--- src/dtc_consts.svh ---
// Notes on behaviour
// Each count is two bytes, low and high
// Each timer has its own mode select bits
// 13-bit: high byte, then low bits 4:0
// Software masks low byte bits 7:5
// Wrap 0x1FFF to zero sets overflow flag
// Counter select counts pin falling edges
// Else system clock or prescaled tick
// Count needs run and gate condition
// Gate polarity bit sets active level
// Run bit never clears the count
// Software loads count before run
// Second timer mirrors the first
// Interrupt enable gates overflow request
// Pins synchronised, one count per clock
// Flag held until write zero or vector
`ifndef DTC_CONSTS_SVH
`define DTC_CONSTS_SVH
// Register offsets
`define DTC_ADR_LOW_A 4'h0
`define DTC_ADR_HIGH_A 4'h1
`define DTC_ADR_LOW_B 4'h2
`define DTC_ADR_HIGH_B 4'h3
`define DTC_ADR_TCTL 4'h4
`define DTC_ADR_TMODE 4'h5
`define DTC_ADR_CKCTL 4'h6
`define DTC_ADR_EXTCFG 4'h7
`define DTC_ADR_IEN 4'h8
`define DTC_ADR_STS 4'h9
`define DTC_ADR_MSK 4'hA
// Field positions
`define DTC_TCTL_RUN_A 4
`define DTC_TCTL_OVF_A 5
`define DTC_TCTL_RUN_B 6
`define DTC_TCTL_OVF_B 7
`define DTC_TMODE_B_LSB 4
`define DTC_TMODE_CSEL 2
`define DTC_TMODE_GATE 3
`define DTC_CKCTL_SRC_A 3
`define DTC_CKCTL_SRC_B 4
`define DTC_EXTCFG_POL_A 3
`define DTC_EXTCFG_POL_B 7
`define DTC_IEN_A 1
`define DTC_IEN_B 3
// Reset values
`define DTC_RST_BYTE 8'h00
`define DTC_RST_COUNT 16'h0000
// Prescaler divisors selected by scale bits 1:0
`define DTC_DIV_S0 6'h0C
`define DTC_DIV_S1 6'h04
`define DTC_DIV_S2 6'h30
`define DTC_DIV_S3 6'h08
// Count limits
`define DTC_MAX13 13'h1FFF
`define DTC_MAX16 16'hFFFF
`endif

--- src/dtc_pkg.sv ---
package dtc_pkg;
	// Timer operating modes, in mode select bit order
	typedef enum logic [1:0] {
		DTC_MODE_13,
		DTC_MODE_16,
		DTC_MODE_8R,
		DTC_MODE_SPLIT
	} dtc_mode_t;
endpackage

--- src/dtc_tmr_if.sv ---
`timescale 1ns/10ps
interface dtc_tmr_if;
	import dtc_pkg::*;
	dtc_mode_t mode; // Operating mode
	logic cnt_sel; // Count pin edges
	logic gate_en; // Gate by external input
	logic gate_act; // Gate input at active level
	logic clk_src; // System clock when high
	logic presc_tick; // Prescaled tick pulse
	logic pin_fall; // Falling edge of count pin
	logic run; // Run bit
	logic wr_lo; // Low byte write
	logic wr_hi; // High byte write
	logic [7:0] wdata; // Byte write data
	logic [15:0] count; // Current count
	logic ovf; // Overflow pulse
	modport ctl(output mode, cnt_sel, gate_en, gate_act, clk_src,
		presc_tick, pin_fall, run, wr_lo, wr_hi, wdata,
		input count, ovf);
	modport tmr(input mode, cnt_sel, gate_en, gate_act, clk_src,
		presc_tick, pin_fall, run, wr_lo, wr_hi, wdata,
		output count, ovf);
endinterface

--- src/dtc_sync.sv ---
`timescale 1ns/10ps
module dtc_sync #(
	parameter int W = 4
) (
	input wire logic i_clk,
	input wire logic i_reset,
	input wire logic [W-1:0] i_d,
	output logic [W-1:0] o_lvl,
	output logic [W-1:0] o_fall
);
	logic [W-1:0] s1_r, s2_r, s3_r; // Two-stage sync plus history
	logic [W-1:0] s1_nxt, s2_nxt, s3_nxt;
	// Shift chain; only s2 and s3 are looked at
	always_comb begin
		s1_nxt = i_d;
		s2_nxt = s1_r;
		s3_nxt = s2_r;
	end
	always_ff @(posedge i_clk or posedge i_reset) begin
		if (i_reset) begin
			s1_r <= '0;
			s2_r <= '0;
			s3_r <= '0;
		end else begin
			s1_r <= s1_nxt;
			s2_r <= s2_nxt;
			s3_r <= s3_nxt;
		end
	end
	// Falling edge from synchronised samples, one pulse per edge
	assign o_lvl = s2_r;
	assign o_fall = s3_r & ~s2_r;
endmodule

--- src/dtc_timer.sv ---
`timescale 1ns/10ps
`include "dtc_consts.svh"
module dtc_timer import dtc_pkg::*; (
	input wire logic i_clk,
	input wire logic i_reset,
	dtc_tmr_if.tmr tif
);
	logic [15:0] cnt_r, cnt_nxt; // Count, high and low bytes
	logic ovf_r, ovf_nxt; // Overflow pulse
	logic step; // Count enable this cycle
	logic [12:0] v13; // 13-bit view of the count
	logic [12:0] n13; // Incremented 13-bit value
	// Next count
	always_comb begin
		step = tif.run && (!tif.gate_en || tif.gate_act)
			&& (tif.cnt_sel ? tif.pin_fall
			: (tif.clk_src || tif.presc_tick));
		v13 = {cnt_r[15:8], cnt_r[4:0]};
		n13 = v13 + 13'h0001;
		cnt_nxt = cnt_r;
		ovf_nxt = 1'b0;
		if (tif.wr_lo) begin
			// Byte writes win over counting
			cnt_nxt[7:0] = tif.wdata;
		end else if (tif.wr_hi) begin
			cnt_nxt[15:8] = tif.wdata;
		end else if (step) begin
			unique case (tif.mode)
				DTC_MODE_13: begin
					// Bits 7:5 of the low byte are left alone
					cnt_nxt = {n13[12:5], cnt_r[7:5], n13[4:0]};
					ovf_nxt = (v13 == `DTC_MAX13);
				end
				DTC_MODE_16, DTC_MODE_8R, DTC_MODE_SPLIT: begin
					// Modes in this block, all but 13-bit, count 16 bits
					cnt_nxt = cnt_r + 16'h0001;
					ovf_nxt = (cnt_r == `DTC_MAX16);
				end
			endcase
		end
	end
	// Registers; run bit changes never touch the count
	always_ff @(posedge i_clk or posedge i_reset) begin
		if (i_reset) begin
			cnt_r <= `DTC_RST_COUNT;
			ovf_r <= 1'b0;
		end else begin
			cnt_r <= cnt_nxt;
			ovf_r <= ovf_nxt;
		end
	end
	assign tif.count = cnt_r;
	assign tif.ovf = ovf_r;
endmodule

--- src/dtc_top.sv ---
`timescale 1ns/10ps
`include "dtc_consts.svh"
module dtc_top import dtc_pkg::*; (
	input wire logic i_clk,
	input wire logic i_reset,
	input wire logic [3:0] i_addr, // Register offset
	input wire logic [7:0] i_wdata, // Write data
	input wire logic i_wr, // Write strobe
	input wire logic i_rd, // Read strobe
	output logic [7:0] o_rdata, // Read data, cycle after strobe
	input wire logic i_count_pin_a, // Count input, timer a
	input wire logic i_count_pin_b, // Count input, timer b
	input wire logic i_gate_input_a, // Gate input, timer a
	input wire logic i_gate_input_b, // Gate input, timer b
	input wire logic i_vector_ack_a, // Processor vectors, timer a
	input wire logic i_vector_ack_b, // Processor vectors, timer b
	output logic o_timer_irq_a, // Overflow request, timer a
	output logic o_timer_irq_b, // Overflow request, timer b
	output logic o_irq // Summary interrupt
);
	// Software registers
	logic [7:0] timer_control_reg_r, timer_control_reg_nxt;
	logic [7:0] timer_mode_reg_r, timer_mode_reg_nxt;
	logic [7:0] clock_control_reg_r, clock_control_reg_nxt;
	logic [7:0] ext_irq_config_reg_r, ext_irq_config_reg_nxt;
	logic [7:0] interrupt_enable_reg_r, interrupt_enable_reg_nxt;
	logic [1:0] irq_status_r, irq_status_nxt; // Sticky events
	logic [1:0] irq_mask_r, irq_mask_nxt; // Event mask
	// Read path and outputs
	logic [7:0] rdata_r, rdata_nxt;
	logic irq_r, irq_nxt;
	logic tirq_a_r, tirq_a_nxt;
	logic tirq_b_r, tirq_b_nxt;
	// Prescaler
	logic [5:0] presc_r, presc_nxt;
	logic tick_r, tick_nxt;
	logic [5:0] div;
	// Synchronised pins: [0] pin a, [1] pin b, [2] gate a, [3] gate b
	logic [3:0] pin_lvl, pin_fall;
	// Per-timer views
	logic [1:0] ovf; // Overflow pulses
	logic [1:0] vec_ack; // Vector acknowledges
	logic [1:0] ovf_bit; // Flag positions in control
	logic [1:0] run_bit;
	logic [1:0] src_bit;
	logic [1:0] pol_bit;
	logic [1:0] ien_bit;
	logic [7:0] cnt_lo [2];
	logic [7:0] cnt_hi [2];

	dtc_tmr_if tif[2]();

	// Input synchroniser for count and gate pins
	dtc_sync #(.W(4)) u_sync (
		.i_clk(i_clk),
		.i_reset(i_reset),
		.i_d({i_gate_input_b, i_gate_input_a,
			i_count_pin_b, i_count_pin_a}),
		.o_lvl(pin_lvl),
		.o_fall(pin_fall)
	);

	assign vec_ack = {i_vector_ack_b, i_vector_ack_a};

	// Two identical timers, each with its own bits
	genvar g;
	generate
		for (g = 0; g < 2; g++) begin : g_tmr
			localparam int ML = g * `DTC_TMODE_B_LSB;
			assign ovf_bit[g] = g ? timer_control_reg_r[`DTC_TCTL_OVF_B]
				: timer_control_reg_r[`DTC_TCTL_OVF_A];
			assign run_bit[g] = g ? timer_control_reg_r[`DTC_TCTL_RUN_B]
				: timer_control_reg_r[`DTC_TCTL_RUN_A];
			assign src_bit[g] = g ? clock_control_reg_r[`DTC_CKCTL_SRC_B]
				: clock_control_reg_r[`DTC_CKCTL_SRC_A];
			assign pol_bit[g] = g ? ext_irq_config_reg_r[`DTC_EXTCFG_POL_B]
				: ext_irq_config_reg_r[`DTC_EXTCFG_POL_A];
			assign ien_bit[g] = g ? interrupt_enable_reg_r[`DTC_IEN_B]
				: interrupt_enable_reg_r[`DTC_IEN_A];
			// Mode nibble per timer
			assign tif[g].mode = dtc_mode_t'(timer_mode_reg_r[ML +: 2]);
			assign tif[g].cnt_sel = timer_mode_reg_r[ML + `DTC_TMODE_CSEL];
			assign tif[g].gate_en = timer_mode_reg_r[ML + `DTC_TMODE_GATE];
			// Active level follows polarity bit
			assign tif[g].gate_act = (pin_lvl[2 + g] == pol_bit[g]);
			assign tif[g].clk_src = src_bit[g];
			assign tif[g].presc_tick = tick_r;
			assign tif[g].pin_fall = pin_fall[g];
			assign tif[g].run = run_bit[g];
			assign tif[g].wr_lo = i_wr && (i_addr == 4'(2 * g));
			assign tif[g].wr_hi = i_wr && (i_addr == 4'(2 * g + 1));
			assign tif[g].wdata = i_wdata;
			assign ovf[g] = tif[g].ovf;
			assign cnt_lo[g] = tif[g].count[7:0];
			assign cnt_hi[g] = tif[g].count[15:8];
			dtc_timer u_tmr (
				.i_clk(i_clk),
				.i_reset(i_reset),
				.tif(tif[g])
			);
		end
	endgenerate

	// Prescaler divisor from scale bits
	always_comb begin
		unique case (clock_control_reg_r[1:0])
			2'h0: div = `DTC_DIV_S0;
			2'h1: div = `DTC_DIV_S1;
			2'h2: div = `DTC_DIV_S2;
			2'h3: div = `DTC_DIV_S3;
		endcase
	end

	// Prescaler next state: one tick every div clocks
	always_comb begin
		tick_nxt = (presc_r >= div - 6'h01);
		presc_nxt = tick_nxt ? 6'h00 : presc_r + 6'h01;
	end

	always_ff @(posedge i_clk or posedge i_reset) begin
		if (i_reset) begin
			presc_r <= 6'h00;
			tick_r <= 1'b0;
		end else begin
			presc_r <= presc_nxt;
			tick_r <= tick_nxt;
		end
	end

	// Register writes, flags and read-clear status
	always_comb begin
		timer_control_reg_nxt = timer_control_reg_r;
		timer_mode_reg_nxt = timer_mode_reg_r;
		clock_control_reg_nxt = clock_control_reg_r;
		ext_irq_config_reg_nxt = ext_irq_config_reg_r;
		interrupt_enable_reg_nxt = interrupt_enable_reg_r;
		irq_mask_nxt = irq_mask_r;
		irq_status_nxt = irq_status_r;
		if (i_wr) begin
			unique case (i_addr)
				`DTC_ADR_TCTL: timer_control_reg_nxt = i_wdata;
				`DTC_ADR_TMODE: timer_mode_reg_nxt = i_wdata;
				`DTC_ADR_CKCTL: clock_control_reg_nxt = i_wdata;
				`DTC_ADR_EXTCFG: ext_irq_config_reg_nxt = i_wdata;
				`DTC_ADR_IEN: interrupt_enable_reg_nxt = i_wdata;
				`DTC_ADR_MSK: irq_mask_nxt = i_wdata[1:0];
				default: begin
				end
			endcase
		end
		// Vector clears a flag; a new overflow wins
		if (vec_ack[0])
			timer_control_reg_nxt[`DTC_TCTL_OVF_A] = 1'b0;
		if (vec_ack[1])
			timer_control_reg_nxt[`DTC_TCTL_OVF_B] = 1'b0;
		if (ovf[0])
			timer_control_reg_nxt[`DTC_TCTL_OVF_A] = 1'b1;
		if (ovf[1])
			timer_control_reg_nxt[`DTC_TCTL_OVF_B] = 1'b1;
		// Status read clears; set wins over clear
		if (i_rd && i_addr == `DTC_ADR_STS)
			irq_status_nxt = 2'h0;
		irq_status_nxt = irq_status_nxt | ovf;
	end

	// Read data, requests and summary interrupt
	always_comb begin
		rdata_nxt = 8'h00;
		if (i_rd) begin
			unique case (i_addr)
				`DTC_ADR_LOW_A: rdata_nxt = cnt_lo[0];
				`DTC_ADR_HIGH_A: rdata_nxt = cnt_hi[0];
				`DTC_ADR_LOW_B: rdata_nxt = cnt_lo[1];
				`DTC_ADR_HIGH_B: rdata_nxt = cnt_hi[1];
				`DTC_ADR_TCTL: rdata_nxt = timer_control_reg_r;
				`DTC_ADR_TMODE: rdata_nxt = timer_mode_reg_r;
				`DTC_ADR_CKCTL: rdata_nxt = clock_control_reg_r;
				`DTC_ADR_EXTCFG: rdata_nxt = ext_irq_config_reg_r;
				`DTC_ADR_IEN: rdata_nxt = interrupt_enable_reg_r;
				`DTC_ADR_STS: rdata_nxt = {6'h00, irq_status_r};
				`DTC_ADR_MSK: rdata_nxt = {6'h00, irq_mask_r};
				default: rdata_nxt = 8'h00;
			endcase
		end
		// Flag forwarded only when enabled
		tirq_a_nxt = ovf_bit[0] && ien_bit[0];
		tirq_b_nxt = ovf_bit[1] && ien_bit[1];
		irq_nxt = |(irq_status_r & irq_mask_r);
	end

	always_ff @(posedge i_clk or posedge i_reset) begin
		if (i_reset) begin
			timer_control_reg_r <= `DTC_RST_BYTE;
			timer_mode_reg_r <= `DTC_RST_BYTE;
			clock_control_reg_r <= `DTC_RST_BYTE;
			ext_irq_config_reg_r <= `DTC_RST_BYTE;
			interrupt_enable_reg_r <= `DTC_RST_BYTE;
			irq_status_r <= 2'h0;
			irq_mask_r <= 2'h0;
			rdata_r <= `DTC_RST_BYTE;
			tirq_a_r <= 1'b0;
			tirq_b_r <= 1'b0;
			irq_r <= 1'b0;
		end else begin
			timer_control_reg_r <= timer_control_reg_nxt;
			timer_mode_reg_r <= timer_mode_reg_nxt;
			clock_control_reg_r <= clock_control_reg_nxt;
			ext_irq_config_reg_r <= ext_irq_config_reg_nxt;
			interrupt_enable_reg_r <= interrupt_enable_reg_nxt;
			irq_status_r <= irq_status_nxt;
			irq_mask_r <= irq_mask_nxt;
			rdata_r <= rdata_nxt;
			tirq_a_r <= tirq_a_nxt;
			tirq_b_r <= tirq_b_nxt;
			irq_r <= irq_nxt;
		end
	end

	assign o_rdata = rdata_r;
	assign o_timer_irq_a = tirq_a_r;
	assign o_timer_irq_b = tirq_b_r;
	assign o_irq = irq_r;
endmodule

--- config.mk ---
export PLATFORM = sky130hd
export DESIGN_NAME = dtc_top
export DESIGN_NICKNAME = d
export VERILOG_FILES = /design/src/dtc_pkg.sv /design/src/dtc_tmr_if.sv /design/src/dtc_sync.sv /design/src/dtc_timer.sv /design/src/dtc_top.sv
export VERILOG_INCLUDE_DIRS = /design/src
export SDC_FILE = /design/constraint.sdc
export NUM_CORES = 1
export LEC_CHECK = 0
export ABC_AREA = 1
export CAP_MARGIN = 30
export CORE_UTILIZATION = 39
export CTS_CLUSTER_SIZE = 8
export DETAILED_ROUTE_END_ITERATION = 6
export DONT_BUFFER_PORTS = 1
export PLACE_DENSITY = 0.58
export REMOVE_ABC_BUFFERS = 1
export SYNTH_ARGS = -nofsm -noshare
export SYNTH_HDL_FRONTEND = slang
export SYNTH_SLANG_ARGS = --single-unit
--- constraint.sdc ---
create_clock -name i_clk -period 3.07 [get_ports i_clk]
set_input_delay 0.307 -clock i_clk [delete_from_list [all_inputs] [get_ports i_clk]]
set_output_delay 0.307 -clock i_clk [all_outputs]
set_load 0.02 [all_outputs]
==> flow_summary_export.csv <==
group,metric,value,unit
status,run_status,"finished, final reports clean",
clocking,clkSlewWorstSetupHoldPaths,80,ps
clocking,cts.htree.levels,3,
routing,via_per_inst,5.188,
critical_path,timing.critical_path.to_type,"flop",
timing,rsz0062_at_grt,"no",
synthesis,syn_area_per_cell,7.316,um^2
synthesis,synth_async_sr_flop_share,100.0,%
power,total_leakage_power,3.265,nW
floorplan,row_count,45,
power,sw_frac_of_total,38.01,%
layout,area_growth_syn_to_layout,8.098,%
clocking,tritoncts,"yes",
global_routing,vias_in_the_first_global_route,4756,
routing,vias,5313,
job,max_cap_violations,0,
layout,n_fill_cell,1565,
routing,ant_nets,0,
timing,post_layout_minimum_cycle_time,1774,ps
timing,final-hold-violation-count,0,
layout,register_area,2653,um^2
clocking,cts_buffers,9,
placed_design,place.port_buffers,0,
routing,wl_per_cell,16.13,um
critical_path,worstSetupStartpointType,"flop",
power,vdd.ir_drop.worst,0.0002831,V
routing,drt_pass_1_iters,5,
placed_design,gp_congestion,0.9142,
synthesis,netlist_area,6072,um^2
clocking,clk_latency,360,ps
critical_path,cp.required,3320,ps
layout,fin_cells,1024,
synthesis,synth_top_cell_area_share,43.68,%
synthesis,synth_most_common_cell,"nand2_1",
layout,multiInputGateArea,2964,um^2
timing,worst_slack,1296,ps
layout,num-nets-final,860,
global_routing,largest_net_degree_at_the_start_of_global_routing,48,
clocking,clk_path_buf_depth,2,
floorplan,floorplan.die_area,16070,um^2
routing,drt_iter0_drc,419,
power,sequential_share_of_power,47.3,%
global_routing,antenna_found_initial,0,
global_routing,grt_util_all_layers,21.85,%
synthesis,syn_inst,830,
timing,worst_pin_slew,633.2,ps
timing,final_setup_vio_count,0,
floorplan,floorplan.die.height,126.8,um
power,cellInternalPower,0.002784,W
floorplan,core_area,15200,um^2
floorplan,io_pins,33,
placed_design,dp.cells,1003,
synthesis,yosysWarningCount,0,
global_routing,globalRouteOverflowTotal,0,
synthesis,post_synth_most_frequent_cells,"nand2_1, dfrtp_1, inv_1, o21ai_0, nand3_1",
floorplan,dieWidth,126.8,um
layout,antenna_cells_inserted,0,
clocking,clkSinkCount,106,
critical_path,crit_arrival,2030,ps
timing,timing.final.crit_share,57.79,%
placed_design,dpl_worst_slack,1320,ps
power,clk_pwr_share,25.6,%
clocking,post-cts-setup-buffer-count,0,
timing,whs,35.69,ps
power,finalPower,0.004491,W
critical_path,classification_of_the_worst_setup_path,"reg2reg",
clocking,clk_root_buffer_cell,"clkbuf_16",
synthesis,synth-edff-count,0,
timing,finalMaxSlewViolations,0,
hold_path,hold_removal_path_class,"in2reg",
placed_design,dp_hpwl,12090,um
synthesis,yosys.cell_types.count,38,
power,share_comb_of_total_power,27.1,%
synthesis,synth_top_cell_by_area,"dfrtp_1",
power,total_switching_power,0.001707,W
timing,clock_skew,10.00,ps
synthesis,synth_ff_type,"dfrtp_1",
synthesis,ys_seq_elements,106,
synthesis,post_synth_main_area_contributors,"dfrtp_1, nand2_1, o21ai_0",
timing,timing.max_slew.rel_slack,57.78,%
routing,wl,16520,um
floorplan,initial_utilization,39.94,%
layout,final_layout_size_suffix_gt1_share,6.818,%
timing,fmax,0.5637,GHz
global_routing,grt_first_pass_wirelength,26610,um
routing,route.detailed.drc,0,
critical_path,path_max_fanout,7,
synthesis,synth_seq_area_share,43.68,%
power,cellPowerDensity,684.2,nW/um^2
[kinds of logic after synthesis]
family	after synthesis	synth area share, %
flops	106	43.68
fa+ha+maj	7	1.442
xor+xnor	6	0.8654
other cells	1	0.06176
simple gates	470	34.25
compound gates	134	12.20
buf+inv	106	7.500
[area by class of cell]
cell class	instances	area share, %
Timing Repair Buffer	8	1.296
Tap cell	188	3.584
Sequential cell	106	40.41
Clock buffer	11	3.851
Clock inverter	5	0.5528
Multi-Input combinational cell	618	45.16
Inverter	88	5.147
[sequential cells by signal (all words and copies together), names as in the netlist]
register and flops:
o_rdata 8, u_sync.s3_r 2, g_tmr.u_tmr.tif.count 32, o_timer_irq_b 1
timer_mode_reg_r 8, irq_mask_r 2, timer_control_reg_r 8, o_timer_irq_a 1
interrupt_enable_reg_r 8, o_irq 1, u_sync.o_lvl 4, tick_r 1
ext_irq_config_reg_r 8, g_tmr.u_tmr.tif.ovf 2, clock_control_reg_r 8, irq_status_r 2
presc_r 6, u_sync.s1_r 4
[power groups by stage]
stage               combinational (W)  clock, W  sequential [W]
floorplan                    0.000955         0         0.00202
global placement              0.00119         0         0.00214
detailed placement            0.00121         0         0.00214
CTS                           0.00122   0.00118         0.00212
global route                  0.00142   0.00123         0.00217
finish                        0.00122   0.00115         0.00212
[path summary, 6_finish.rpt]
kind | startpoint | cells after the start | slack (ps) | endpoint
setup / recovery | timer_mode_reg_r[4] | 10 | 1300 | g_tmr[1].u_tmr.tif.count[14]
hold / removal | i_vector_ack_a | 1 | 40 | timer_control_reg_r[5]
setup reg to reg | timer_mode_reg_r[4] | 10 | 1300 | g_tmr[1].u_tmr.tif.count[14]
hold reg to reg | u_sync.s1_r[1] | 0 | 350 | u_sync.o_lvl[1]
max in group asynchronous | i_reset | 3 | 1860 | presc_r[0]
min in group asynchronous | i_reset | 2 | 510 | interrupt_enable_reg_r[6]
[critical path, cell delays in order, from the launching register on]
cell and delay (ps):
dfrtp_1 400, nor2_1 400, inv_1 240, nand3_1 200, nand2_1 110, nand2_1 70, nand2_1 40, nand2_1 60
nand2_1 40, nand2_1 60, nand2_1 50
[routing by layer]
layer | wire length [um] | track usage, %
met2 | 7275 | 32.14
met1 | 7904 | 31.53
met3 | 985 | 4.850
met4 | 354 | 7.633
met5 | 0 | 0
[cell usage in the layout, fill, tap and decap left out, drive strengths merged, types with 7 or more instances in the layout]
master,count
dfrtp,106
nand3,71
nor2,79
inv,88
ha,7
nand2,297
a21oi,27
clkbuf,11
o22ai,15
nand4,8
o21ai,84
[through the flow]
| stage | setup TNS, ps | instance area [um^2] | utilization (%) |
|---|---|---|---|
| global route | 0 | 6564 | 43.18 |
| finish | 0 | 6564 | 43.18 |
| detailed placement | 0 | 6225 | 40.95 |
| floorplan | -2745 | 5952 | - |
| global placement | 0 | 6225 | 40.95 |
| CTS | 0 | 6564 | 43.18 |
[timing repair]
action | in CTS | in global routing
hold buffers | 5 | 0
hold endpoints to repair | 49 | 0
gates resized for setup | 0 | 0
Note: power is estimated with default switching activity, not from simulation.
